--- src/mrbs_cfg.svh ---
`ifndef MRBS_CFG_SVH
`define MRBS_CFG_SVH

// ==========================================================================
// Register indices
// ==========================================================================
`define MRBS_A_CTRL      5'h00
`define MRBS_A_STAT      5'h01
`define MRBS_A_EXT       5'h10
`define MRBS_A_DSTAT     5'h11

// ==========================================================================
// Field positions
// ==========================================================================
`define MRBS_B_SWRST     15
`define MRBS_B_LOOP      14
`define MRBS_B_SPEED     13
`define MRBS_B_ANEN      12
`define MRBS_B_LOWPWR    11
`define MRBS_B_ISO       10
`define MRBS_B_ANRST     9
`define MRBS_B_DUPLEX    8
`define MRBS_B_COLTST    7
`define MRBS_B_OVR       15
`define MRBS_F_TEST_HI   14
`define MRBS_F_TEST_LO   11
`define MRBS_F_ADDR_HI   10
`define MRBS_F_ADDR_LO   6
`define MRBS_B_ZOW       5

// ==========================================================================
// Reset values and constant fields
// ==========================================================================
`define MRBS_DEF_LOOP    1'b0
`define MRBS_DEF_SPEED   1'b1
`define MRBS_DEF_ANEN    1'b1
`define MRBS_DEF_LOWPWR  1'b0
`define MRBS_DEF_DUPLEX  1'b0
`define MRBS_DEF_COLTST  1'b0
`define MRBS_DEF_OVR     1'b0
`define MRBS_DEF_TEST    4'h0
`define MRBS_DEF_ZOW     1'b0
`define MRBS_DEF_SSET    3'h0
`define MRBS_DEF_SCLR    1'b0
`define MRBS_DEF_PEAK    3'h0
`define MRBS_ADDR_ZERO   5'h00
`define MRBS_ABILITY     5'h1f
`define MRBS_RD_UNMAPPED 16'hffff

// ==========================================================================
// Timing
// ==========================================================================
`define MRBS_CLK_NS      8
`define MRBS_SWRST_NS    1000
`define MRBS_SWRST_CYC   ((`MRBS_SWRST_NS + `MRBS_CLK_NS - 1) / `MRBS_CLK_NS)
`define MRBS_CNT_W       8

`endif

--- src/mrbs_pkg.sv ---
package mrbs_pkg;

  // ========================================================================
  // Monitored event and state inputs, same clock domain
  // ========================================================================
  typedef struct packed {
    logic       remote_fault;  // Active-high, sticky-set in status
    logic       jabber;        // Active-high, sticky-set in status
    logic       rx_error;      // Active-high, sticky-set in detail status
    logic       link_ok;       // Active-low event: low means link lost
    logic       err_event;     // Sets the zero-only-write bit
    logic [2:0] fsm_state;     // Watched by the peak-hold group
  } mrbs_mon_s;

  // ========================================================================
  // Control outputs steering the rest of the device
  // ========================================================================
  typedef struct packed {
    logic       loopback;
    logic       speed_sel;
    logic       an_enable;
    logic       low_power;
    logic       isolate;
    logic       duplex;
    logic       col_test;
    logic [4:0] phy_addr;
    logic [3:0] test_mode;
    logic       sw_reset_busy;
    logic       an_restart_busy;
  } mrbs_ctl_s;

endpackage : mrbs_pkg

--- src/mrbs_bank.sv ---
`timescale 1ns/1ps
`include "mrbs_cfg.svh"

// Contract
// - Read-only bits read back; management writes to them change nothing.
// - Override-gated bits always readable; writes dropped while override bit is zero.
// - With override bit set, next register write updates override-gated bits only if it targets the extended register.
// - Override bit clears itself when the next register write completes.
// - Plain read/write bits store every write and return it on read.
// - Zero-only-write bits readable; writes may clear them but never set them.
// - Every reset loads each bit having a default with that default.
// - Strap-dependent defaults come from address/indicator pins sampled at reset.
// - Sticky-set bit captures one on event, holds until reset or read.
// - After reading, sticky-set bit reloads the monitored signal's present level.
// - Sticky-clear bit captures zero on event, holds until reset or read.
// - After reading, sticky-clear bit reloads the active-low signal's present level.
// - Peak-hold group updates only when the state value exceeds held value.
// - Peak-hold keeps maximum until reset or read, then loads present value.
// - Writing one to trigger bit starts function; bit clears when done.
// - Trigger bits reset to zero; zero means nothing in progress.
// - Entering low power keeps registers but returns sticky bits to defaults.

module mrbs_bank (
  input  wire logic                clk,
  input  wire logic                rst,
  input  wire logic                mgmt_rd_req,
  input  wire logic                mgmt_wr_req,
  input  wire logic [4:0]          mgmt_addr,
  input  wire logic [15:0]         mgmt_wdata,
  input  wire mrbs_pkg::mrbs_mon_s mon,
  input  wire logic                an_restart_done,
  input  wire logic                strap_addr0_indicator_pin,
  input  wire logic                strap_addr1_indicator_pin,
  input  wire logic                strap_addr2_indicator_pin,
  input  wire logic                strap_addr3_indicator_pin,
  input  wire logic                strap_addr4_indicator_pin,
  output logic [15:0]              mgmt_rdata,
  output logic                     mgmt_rd_valid,
  output logic                     mgmt_wr_ack,
  output mrbs_pkg::mrbs_ctl_s      ctl
);

  // ========================================================================
  // Declarations
  // ========================================================================
  logic [4:0]  strap_sync;
  logic [4:0]  strap_r;
  logic        strap_pend_r;
  logic        loop_r;
  logic        speed_r;
  logic        anen_r;
  logic        lowpwr_r;
  logic        iso_r;
  logic        duplex_r;
  logic        coltst_r;
  logic        ovr_r;
  logic [3:0]  test_r;
  logic [4:0]  addr_r;
  logic        zow_r;
  logic [2:0]  sset_r;
  logic [2:0]  sset_nxt;
  logic        sclr_r;
  logic        sclr_nxt;
  logic [2:0]  peak_r;
  logic [2:0]  peak_nxt;
  logic        ovr_nxt;
  logic        zow_nxt;
  logic [`MRBS_CNT_W-1:0] swrst_cnt_r;
  logic        swrst_busy;
  logic        anrst_busy;
  logic [15:0] rdata_r;
  logic        rd_valid_r;
  logic        wr_ack_r;

  // ========================================================================
  // Strap pins: synchronise, then latch once after reset release
  // ========================================================================
  // Pins sit outside the clock domain, two flops before any use
  mrbs_sync #(
    .W (5)
  ) u_strap_sync (
    .clk (clk),
    .d   ({strap_addr4_indicator_pin, strap_addr3_indicator_pin,
           strap_addr2_indicator_pin, strap_addr1_indicator_pin,
           strap_addr0_indicator_pin}),
    .q   (strap_sync)
  );

  // Capture cycle right after release
  always_ff @(posedge clk) begin
    if (rst) begin
      strap_pend_r <= 1'b1;
      strap_r      <= `MRBS_ADDR_ZERO;
    end else if (strap_pend_r) begin
      strap_pend_r <= 1'b0;
      strap_r      <= strap_sync;
    end
  end

  // ========================================================================
  // Access decode
  // ========================================================================
  // Accesses are isolated during strap capture and software reset
  wire acc_ok   = ~strap_pend_r & ~swrst_busy;
  wire rd_hit   = mgmt_rd_req & acc_ok;
  wire wr_hit   = mgmt_wr_req & ~mgmt_rd_req & acc_ok;  // Read has priority

  // Register selects
  wire sel_ctrl = (mgmt_addr == `MRBS_A_CTRL);
  wire sel_stat = (mgmt_addr == `MRBS_A_STAT);
  wire sel_ext  = (mgmt_addr == `MRBS_A_EXT);
  wire sel_dst  = (mgmt_addr == `MRBS_A_DSTAT);

  // Qualified strobes; any mapped write consumes the override
  wire wr_ctrl  = wr_hit & sel_ctrl;
  wire wr_ext   = wr_hit & sel_ext;
  wire rd_stat  = rd_hit & sel_stat;
  wire rd_dst   = rd_hit & sel_dst;
  wire wr_any   = wr_hit & (sel_ctrl | sel_stat | sel_ext | sel_dst);

  // Software reset ends on its last counted cycle
  wire swrst_fin  = swrst_busy & (swrst_cnt_r == `MRBS_CNT_W'(`MRBS_SWRST_CYC - 1));

  // Default loads from strap capture and software reset completion
  wire [4:0] def_strap = strap_pend_r ? strap_sync : strap_r;   // Live pins during capture
  wire       load_def  = strap_pend_r | swrst_fin;

  // Only a 0 to 1 write of the low-power bit counts as entry
  wire lp_enter   = wr_ctrl & mgmt_wdata[`MRBS_B_LOWPWR] & ~lowpwr_r;
  wire sticky_def = lp_enter | swrst_fin;

  // ========================================================================
  // Trigger bits: software reset and negotiation restart
  // ========================================================================
  // Software reset runs its counter, then reloads defaults
  mrbs_trig u_swrst (
    .clk   (clk),
    .rst   (rst),
    .start (wr_ctrl & mgmt_wdata[`MRBS_B_SWRST]),
    .done  (swrst_fin),
    .busy  (swrst_busy)
  );

  // Restart ends on done; a finished software reset also clears it
  mrbs_trig u_anrst (
    .clk   (clk),
    .rst   (rst | swrst_fin),
    .start (wr_ctrl & mgmt_wdata[`MRBS_B_ANRST]),
    .done  (an_restart_done),
    .busy  (anrst_busy)
  );

  // Software reset duration counter
  always_ff @(posedge clk) begin
    if (rst || !swrst_busy) begin
      swrst_cnt_r <= '0;
    end else begin
      swrst_cnt_r <= swrst_cnt_r + `MRBS_CNT_W'(1);
    end
  end

  // ========================================================================
  // Control register: plain read/write bits
  // ========================================================================
  always_ff @(posedge clk) begin
    if (rst || load_def) begin
      loop_r   <= `MRBS_DEF_LOOP;
      speed_r  <= `MRBS_DEF_SPEED;
      anen_r   <= `MRBS_DEF_ANEN;
      lowpwr_r <= `MRBS_DEF_LOWPWR;
      duplex_r <= `MRBS_DEF_DUPLEX;
      coltst_r <= `MRBS_DEF_COLTST;
    end else if (wr_ctrl) begin
      loop_r   <= mgmt_wdata[`MRBS_B_LOOP];
      speed_r  <= mgmt_wdata[`MRBS_B_SPEED];
      anen_r   <= mgmt_wdata[`MRBS_B_ANEN];
      lowpwr_r <= mgmt_wdata[`MRBS_B_LOWPWR];
      duplex_r <= mgmt_wdata[`MRBS_B_DUPLEX];
      coltst_r <= mgmt_wdata[`MRBS_B_COLTST];
    end
  end

  // Isolate default follows the strapped address
  always_ff @(posedge clk) begin
    if (rst) begin
      iso_r <= 1'b1;
    end else if (load_def) begin
      iso_r <= (def_strap == `MRBS_ADDR_ZERO);
    end else if (wr_ctrl) begin
      iso_r <= mgmt_wdata[`MRBS_B_ISO];
    end
  end

  // ========================================================================
  // Extended register: override, test, gated address, zero-only bit
  // ========================================================================
  // Override covers exactly one following write
  assign ovr_nxt = !wr_any ? ovr_r :
                   ovr_r   ? 1'b0 :
                   (wr_ext & mgmt_wdata[`MRBS_B_OVR]);

  // Hardware set wins over a clearing write
  assign zow_nxt = mon.err_event |
                   (zow_r & ~(wr_ext & ~mgmt_wdata[`MRBS_B_ZOW]));

  always_ff @(posedge clk) begin
    if (rst || load_def) begin
      ovr_r  <= `MRBS_DEF_OVR;
      test_r <= `MRBS_DEF_TEST;
      zow_r  <= `MRBS_DEF_ZOW;
    end else begin
      ovr_r  <= ovr_nxt;
      zow_r  <= zow_nxt;
      if (wr_ext) begin
        test_r <= mgmt_wdata[`MRBS_F_TEST_HI:`MRBS_F_TEST_LO];
      end
    end
  end

  // Address field is override-gated, default from straps
  always_ff @(posedge clk) begin
    if (rst) begin
      addr_r <= `MRBS_ADDR_ZERO;
    end else if (load_def) begin
      addr_r <= def_strap;
    end else if (wr_ext && ovr_r) begin
      addr_r <= mgmt_wdata[`MRBS_F_ADDR_HI:`MRBS_F_ADDR_LO];
    end
  end

  // ========================================================================
  // Sticky-set bits, one per monitored active-high event
  // ========================================================================
  // Event and read-strobe vectors: jabber, remote fault, rx error
  wire [2:0] sset_ev  = {mon.rx_error, mon.remote_fault, mon.jabber};
  wire [2:0] sset_rd  = {rd_dst, rd_stat, rd_stat};

  genvar gi;
  generate
    for (gi = 0; gi < 3; gi++) begin : g_sset
      // Event wins over read reload and low-power default
      assign sset_nxt[gi] = sset_ev[gi] |
                            (sset_r[gi] & ~sset_rd[gi] & ~sticky_def);
    end
  endgenerate

  always_ff @(posedge clk) begin
    if (rst) begin
      sset_r <= `MRBS_DEF_SSET;
    end else begin
      sset_r <= sset_nxt;
    end
  end

  // ========================================================================
  // Sticky-clear bit on the active-low link signal
  // ========================================================================
  assign sclr_nxt = sticky_def ? (`MRBS_DEF_SCLR & mon.link_ok) :
                    mon.link_ok & (rd_stat | sclr_r);

  always_ff @(posedge clk) begin
    if (rst) begin
      sclr_r <= `MRBS_DEF_SCLR;
    end else begin
      sclr_r <= sclr_nxt;
    end
  end

  // ========================================================================
  // Peak-hold group over the watched state value
  // ========================================================================
  // Group compared as one value, top bit most significant
  wire peak_up = (mon.fsm_state > peak_r);              // Unsigned compare

  assign peak_nxt = rd_dst  ? mon.fsm_state :
                    peak_up ? mon.fsm_state :
                    peak_r;

  always_ff @(posedge clk) begin
    if (rst || swrst_fin) begin
      peak_r <= `MRBS_DEF_PEAK;
    end else begin
      peak_r <= peak_nxt;
    end
  end

  // ========================================================================
  // Read words and selection
  // ========================================================================
  // Fixed and read-only fields are constants inside the words
  wire [15:0] w_ctrl = {swrst_busy, loop_r, speed_r, anen_r, lowpwr_r, iso_r,
                        anrst_busy, duplex_r, coltst_r, 7'h00};
  wire [15:0] w_stat = {`MRBS_ABILITY, 6'h00, sset_r[1], 1'b0, sclr_r,
                        sset_r[0], 1'b0};
  wire [15:0] w_ext  = {ovr_r, test_r, addr_r, zow_r, 5'h00};
  wire [15:0] w_dst  = {2'h0, peak_r, 3'h0, sset_r[2], 7'h00};

  // Unmapped indices read as all ones
  wire [15:0] rd_word = sel_ctrl ? w_ctrl :
                        sel_stat ? w_stat :
                        sel_ext  ? w_ext  :
                        sel_dst  ? w_dst  :
                        `MRBS_RD_UNMAPPED;

  // Capture read data in the same edge as the sticky reloads
  always_ff @(posedge clk) begin
    if (rst) begin
      rdata_r    <= 16'h0000;
      rd_valid_r <= 1'b0;
      wr_ack_r   <= 1'b0;
    end else begin
      rd_valid_r <= rd_hit;
      wr_ack_r   <= wr_hit;
      if (rd_hit) begin
        rdata_r <= rd_word;
      end
    end
  end

  // ========================================================================
  // Outputs, all from flip-flops
  // ========================================================================
  assign mgmt_rdata    = rdata_r;
  assign mgmt_rd_valid = rd_valid_r;
  assign mgmt_wr_ack   = wr_ack_r;

  // Control levels toward the rest of the device
  assign ctl.loopback        = loop_r;
  assign ctl.speed_sel       = speed_r;
  assign ctl.an_enable       = anen_r;
  assign ctl.low_power       = lowpwr_r;
  assign ctl.isolate         = iso_r;
  assign ctl.duplex          = duplex_r;
  assign ctl.col_test        = coltst_r;
  assign ctl.phy_addr        = addr_r;
  assign ctl.test_mode       = test_r;
  assign ctl.sw_reset_busy   = swrst_busy;
  assign ctl.an_restart_busy = anrst_busy;

endmodule : mrbs_bank

--- src/mrbs_sync.sv ---
`timescale 1ns/1ps
`include "mrbs_cfg.svh"

module mrbs_sync #(
  parameter int W = 5
) (
  input  wire logic         clk,
  input  wire logic [W-1:0] d,
  output logic      [W-1:0] q
);

  // ========================================================================
  // Two-stage synchroniser, no reset so pins pass during reset
  // ========================================================================
  logic [W-1:0] meta_r;

  // First stage feeds only the second
  always_ff @(posedge clk) begin
    meta_r <= d;
    q      <= meta_r;
  end

endmodule : mrbs_sync

--- src/mrbs_trig.sv ---
`timescale 1ns/1ps
`include "mrbs_cfg.svh"

module mrbs_trig (
  input  wire logic clk,
  input  wire logic rst,
  input  wire logic start,
  input  wire logic done,
  output logic      busy
);

  // ========================================================================
  // Auto-clearing trigger bit
  // ========================================================================
  // Start wins over a done in the same cycle
  always_ff @(posedge clk) begin
    if (rst) begin
      busy <= 1'b0;
    end else if (start) begin
      busy <= 1'b1;
    end else if (done) begin
      busy <= 1'b0;
    end
  end

endmodule : mrbs_trig
--- config.mk ---
export PLATFORM = sky130hd
export DESIGN_NAME = mrbs_bank
export DESIGN_NICKNAME = d
export VERILOG_FILES = /design/src/mrbs_pkg.sv /design/src/mrbs_bank.sv /design/src/mrbs_sync.sv /design/src/mrbs_trig.sv
export VERILOG_INCLUDE_DIRS = /design/src
export SDC_FILE = /design/constraint.sdc
export NUM_CORES = 1
export LEC_CHECK = 0
export BUFFER_PORTS_ARGS = -buffer_cell sky130_fd_sc_hd__buf_2
export CAP_MARGIN = 10
export CORE_MARGIN = 3
export CORE_UTILIZATION = 25
export CTS_CLUSTER_DIAMETER = 60
export DETAILED_ROUTE_END_ITERATION = 10
export PLACE_DENSITY_LB_ADDON = 0.25
export RECOVER_POWER = 50
export SLEW_MARGIN = 30
export SYNTH_ARGS = -nofsm -noshare
export SYNTH_HDL_FRONTEND = slang
export SYNTH_SLANG_ARGS = --single-unit
--- constraint.sdc ---
create_clock -name clk -period 1.5 [get_ports clk]
set_input_delay 0.3 -clock clk [delete_from_list [all_inputs] [get_ports clk]]
set_output_delay 0.3 -clock clk [all_outputs]
set_load 0.01 [all_outputs]
-- Word-level counts from Yosys, hierarchy flattened
Cells that the tools add are included.
- flip-flop bits (word level): 69
- bits of input ports: 39
- output and inout port bits: 36
- logic and storage cells: 104
- add/subtract/negate cells: 1
- order comparisons: 1
- eq/ne operators: 4
- mux-type cells: 17
- bitwise logic cells: 44
- reduce and logical (&&, ||, !) cells: 13
- operators by type and width (kind ; count):
    $mux W16 ; 4
    $and A1 B1 Y1 ; 24
    $mux W5 ; 3
    $or A1 B1 Y1 ; 11
    $eq A5 B5 Y1 const B ; 2
    $logic_not A5 Y1 ; 2
    $reduce_bool A2 Y1 ; 5
    $not A1 Y1 ; 9
    $add A8 B1 Y8 const B ; 1
    $eq A8 B7 Y1 const B ; 1
    $mux W1 ; 8
    $mux W3 ; 2
    $eq A5 B1 Y1 const B ; 1
    $gt A3 B3 Y1 ; 1
    $logic_or A1 B1 Y1 ; 3
    $reduce_or A2 Y1 ; 1
    $logic_and A1 B1 Y1 ; 1
    $logic_not A1 Y1 ; 1

-- Longest topological paths before layout
- depth in word-level cells: 10
- depth in mapped cells: 7
- depth with buffers taken out: 6

-- Cells and area by module
A second synthesis with hierarchy kept.
- cell total of the unflattened synthesis: 307
- area total of the unflattened synthesis: 2820.2 um^2
- by module, submodules not included (module ; times used ; cells an instance ; area each (um^2) ; sequential area each (um^2)):
    mrbs_bank ; 1 ; 289 ; 2542.4 ; 1121.1
    mrbs_sync ; 1 ; 10 ; 200.2 ; 200.2
    mrbs_trig ; 2 ; 4 ; 38.8 ; 20.0

-- Worst setup path after synthesis
Ideal clock, no wire load.
- kind: reg-to-reg
- start: register swrst_cnt_r[0]
- end: register addr_r[1]
- library setup time: 0.143 ns
- arrival time: 1.435 ns
- required time: 1.357 ns
- slack: -0.078 ns
- cell stages (with the launch flop): 8
- buffers on the path: 1
- period minus slack after synthesis: 1.578 ns
- path through: dfxtp_1 inv_1 ha_1 and4b_1 a21o_1 buf_4 a31oi_1 a221oi_2
- cells in the longest elaborated chain, start to end: 4
- elaborated cells on any way between the ends: 5
- classes of those cells: eq/ne (1); mux (1); bitwise (2); reduce/logical (1)
- ends and longest elaborated chain (element ; RTL line ; RTL):
    from (decl) ; mrbs_bank.sv:68 ; logic [`MRBS_CNT_W-1:0] swrst_cnt_r;
    from (signal assigned) ; mrbs_bank.sv:158 ; swrst_cnt_r <= swrst_cnt_r + `MRBS_CNT_W'(1);
    $eq A8 B7 Y1 * ; mrbs_bank.sv:122 ; wire swrst_fin = swrst_busy & (swrst_cnt_r == `MRBS_CNT_W'(`MRBS_SWRST_CYC - 1));
    $and A1 B1 Y1 * ; mrbs_bank.sv:122 ;
    $or A1 B1 Y1 * ; mrbs_bank.sv:126 ; wire load_def = strap_pend_r | swrst_fin;
    $mux W5 or $reduce_bool A2 Y1 (tied branches) ; - ;
    to (signal assigned) ; mrbs_bank.sv:223 ; addr_r <= `MRBS_ADDR_ZERO;
    to (signal assigned) ; mrbs_bank.sv:225 ; addr_r <= def_strap;
    to (signal assigned) ; mrbs_bank.sv:227 ; addr_r <= mgmt_wdata[`MRBS_F_ADDR_HI:`MRBS_F_ADDR_LO];
    to (decl) ; mrbs_bank.sv:58 ; logic [4:0] addr_r;
Every way passes the cells marked *; elsewhere a longest branch is shown, timed or not.
A chain may end at the register's enable or synchronous reset.

-- Final worst setup path
- start: register u_swrst.busy
- end: register addr_r[4]
- cells in the longest elaborated chain, start to end: 6
- elaborated cells on any way between the ends: 9
- classes of those cells: mux (1); bitwise (6); reduce/logical (2)
- ends and longest elaborated chain (element ; RTL line ; RTL):
    from (decl) ; mrbs_trig.sv:9 ; output logic busy
    from (signal assigned) ; mrbs_trig.sv:18 ; busy <= 1'b0;
    from (signal assigned) ; mrbs_trig.sv:20 ; busy <= 1'b1;
    from (signal assigned) ; mrbs_trig.sv:22 ; busy <= 1'b0;
    $not A1 Y1 ; mrbs_bank.sv:104 ; wire acc_ok = ~strap_pend_r & ~swrst_busy;
    $and A1 B1 Y1 ; mrbs_bank.sv:104 ;
    $and A1 B1 Y1 ; mrbs_bank.sv:106 ; wire wr_hit = mgmt_wr_req & ~mgmt_rd_req & acc_ok;
    $and A1 B1 Y1 ; mrbs_bank.sv:116 ; wire wr_ext = wr_hit & sel_ext;
    $logic_and A1 B1 Y1 ; mrbs_bank.sv:226 ; end else if (wr_ext && ovr_r) begin
    $reduce_bool A2 Y1 (no source line) ; - ;
Parallel ways exist; a longest one is shown, timed or not.

==> summary.md <==
| Metric | Value |
|---|---|
| Die width | `112 µm` |
| CP Class | `register to register` |
| Ant. Diodes | `0` |
| Final Max Slew Viols | `0` |
| CTS Buffer Depth | `2` |
| Vias | `2,392` |
| Mapped Nets | `343` |
| DRT antenna net count | `0` |
| Vias in the first global route | `2,399` |
| Vias/cell | `4.48` |
| First-pass GRT wire length | `12,400 µm` |
| CTS tree | `done` |
| Pleak | `1.58 nW` |
| Htree depth | `3` |
| Delay of the slowest critical-path stage | `0.37 ns` |
| CP delay by family, top | `compound AO/OA/AOI/OAI gates` |
| Post-synth EDFFs | `0` |
| Final Cell Area | `3810 µm²` |
| DR iter-0 viols | `93` |
| Worst Hold Class | `input port to register` |
| Seq/Total Area, Yosys | `48.9%` |
| Clock Skews | `0.00937 ns` |
| Setup violators final | `8` |
| Final cell count without fillers | `534` |
| GRT overflow | `0` |
| Data required time of the critical path | `1.72 ns` |
| Clock Latency Late Sink | `0.35 ns` |
| Area growth, synth to finish | `37.0%` |
| Setup crit start kind | `register` |
| Placed cell count | `517` |
| Rows | `37` |
| Global Route Usage Sum | `12.7%` |
| Die H | `112 µm` |
| RSZ-0062 raised after global routing | `yes` |
| Nets@finish | `437` |
| TritonCTS buffer count | `9` |
| Worst Setup End Kind | `register` |
| Initial antenna violation count | `0` |
| Period minus WS final | `1.54 ns` |
| Clock-pin transition on the worst setup and hold timing paths | `0.08 ns` |
| Buffers and inverters on the worst path | `2` |
| Yosys reg bits | `68` |
| CP Cell Sequence | `buf_4 -> and4b_2 -> a21o_4 -> buf_12 -> a31oi_4 -> a221oi_4` |
| Place WS | `-0.138 ns` |
| Fmax | `0.649 GHz` |
| Final worst slack | `-0.0411 ns` |
| RePlAce Congestion | `0.751` |
| Fin. Hold Viols | `0` |
| Final worst-path cycle share | `103%` |
| Peak VDD IR | `0.000498 V` |
| Synth Cell Area | `2780 µm²` |
| IO Pins | `75` |
| Crit-path max FO | `6` |
| DIE AREA | `12,400 µm²` |
| Failing checks | `setup timing` |
| Gate Count Post-Synth | `299` |
| Synth unique cells | `44` |
| Least-Margin Pin Slew | `0.478 ns` |
| DP Wirelength | `5840 µm` |
| Largest net degree at the start of global routing | `18` |
| Ys Warns | `0` |
| DRC viols | `0` |
| Core Area | `10,600 µm²` |
| Final setup TNS | `-0.183 ns` |
| Async SR Flop Fraction | `0%` |
| Slowest CP cell | `dfxtp_4` |
| Clock sink count | `68` |
| Outcome | `complete, but fails checks` |
| Wirelength, routed | `7850 µm` |
| CTS root buffer | `clkbuf_8` |
| Arr. time, crit path | `1.76 ns` |
| Number of max-cap violations | `0` |
| 1st-pass router iterations | `4` |
| Power Density | `1130 nW/µm²` |
| Starting Density | `26.4%` |
| Port bufs | `69` |
| Wire length per cell | `14.7 µm` |
| Fill count | `1,108` |
| Layout cells sized above 1 | `33.9%` |
| Max-slew headroom | `68.1%` |
| Worst hold margin | `0.0460 ns` |
| Top FF cell, synth | `dfxtp_1` |
| Syn_area_per_cell | `9.31 µm²` |
| Placement Cell Area | `3480 µm²` |
[final timing paths]
path	from	to	slack [ns]	depth (start not counted)
worst min register to register	u_strap_sync.meta_r[2]	u_strap_sync.q[2]	0.33	0
worst max-delay path	u_swrst.busy	addr_r[4]	-0.04	6
worst max register to register	u_swrst.busy	addr_r[4]	-0.04	6
worst min-delay path	strap_addr1_indicator_pin	u_strap_sync.meta_r[1]	0.05	1
[logic make-up (layout without fill, tap and decap cells)]
logic type,after synthesis,in the layout,share of synthesized area [%]
compound gates,65,65,15.8
xor+xnor,6,6,1.89
fa+ha+maj,5,5,2.25
buf+inv,34,133,7.24
flops,68,68,48.9
mux,15,15,5.39
simple gates,106,106,18.6
[power breakdown]
| group | switching (mW) | leakage [nW] | total (mW) | internal, mW |
|---|---|---|---|---|
| logic | 0.265 | 0.902 | 0.513 | 0.247 |
| registers | 0.0486 | 0.563 | 1.94 | 1.89 |
| clock network | 0.738 | 0.120 | 1.85 | 1.11 |
[placed cells by master, fill, tap and decap left out, types with 4 or more instances in the layout]
master / n
dfxtp_1: 63
buf_2: 47
nand2_1: 42
buf_4: 38
nor2_1: 29
a21oi_1: 23
clkbuf_1: 22
mux2i_1: 15
o21ai_0: 11
clkbuf_8: 9
o22ai_1: 7
inv_1: 6
xor2_1: 5
nand3_1: 5
a221oi_2: 4
dfxtp_2: 4
[cell usage after synthesis (all sizes together) (6+ instances only)]
cell / number / area share (%)
a21oi: 24 / 4.4
nor2: 29 / 3.9
o22ai: 7 / 1.6
nand3: 6 / 1.1
buf: 21 / 5.5
nand2: 43 / 5.8
o21ai: 11 / 2.0
mux2i: 15 / 5.4
inv: 8 / 1.1
a31oi: 6 / 1.3
dfxtp: 68 / 49
[flip-flops by register name (all words and copies together) (netlist names), 3 cells and up]
name,flops
swrst_cnt_r,8
u_strap_sync.q,5
mgmt_rdata,15
u_strap_sync.meta_r,5
strap_r,5
test_r,4
peak_r,3
addr_r,5
sset_r,3
[worst reg2reg max path, stage by stage (launching register included)]
cell and delay (ns):
dfxtp_4 0.37, buf_4 0.14, and4b_2 0.28, a21o_4 0.25, buf_12 0.14, a31oi_4 0.16, a221oi_4 0.08
[cell type report]
| type | count | area (µm²) | share of cell area, % |
|---|---|---|---|
| Timing Repair Buffer | 109 | 648 | 17.0 |
| Tap cell | 136 | 170 | 4.46 |
| Multi-Input combinational cell | 197 | 1350 | 35.3 |
| Sequential cell | 68 | 1370 | 35.9 |
| Clock buffer | 9 | 124 | 3.25 |
| Inverter | 8 | 30.0 | 0.787 |
| Clock inverter | 7 | 124 | 3.25 |
[stage by stage]
stage                     power [mW]  utilization (%)
after global routing            4.51             36.1
final                           4.31             36.1
after CTS                       4.36             35.5
after global placement          2.47             33.0
after floorplan                 2.25                -
after detailed placement        2.48             33.0
[routing by layer]
metal	share of wire, %	global-route usage (%)	vias up
li1	-	-	1230
met1	47	16.3	1097
met2	46	20.3	56
met3	5.1	4.73	9
met4	1.3	3.16	0
met5	0	0	-
[what timing repair did]
action	CTS	global route
gates resized for setup	11	11
hold endpoints to repair	0	0
cloned	0	1
hold buffers	0	0
buffers inserted	2	0
setup endpoints to repair	25	34
pin swaps	8	7
No activity file was read; power rests on OpenSTA's default activity.
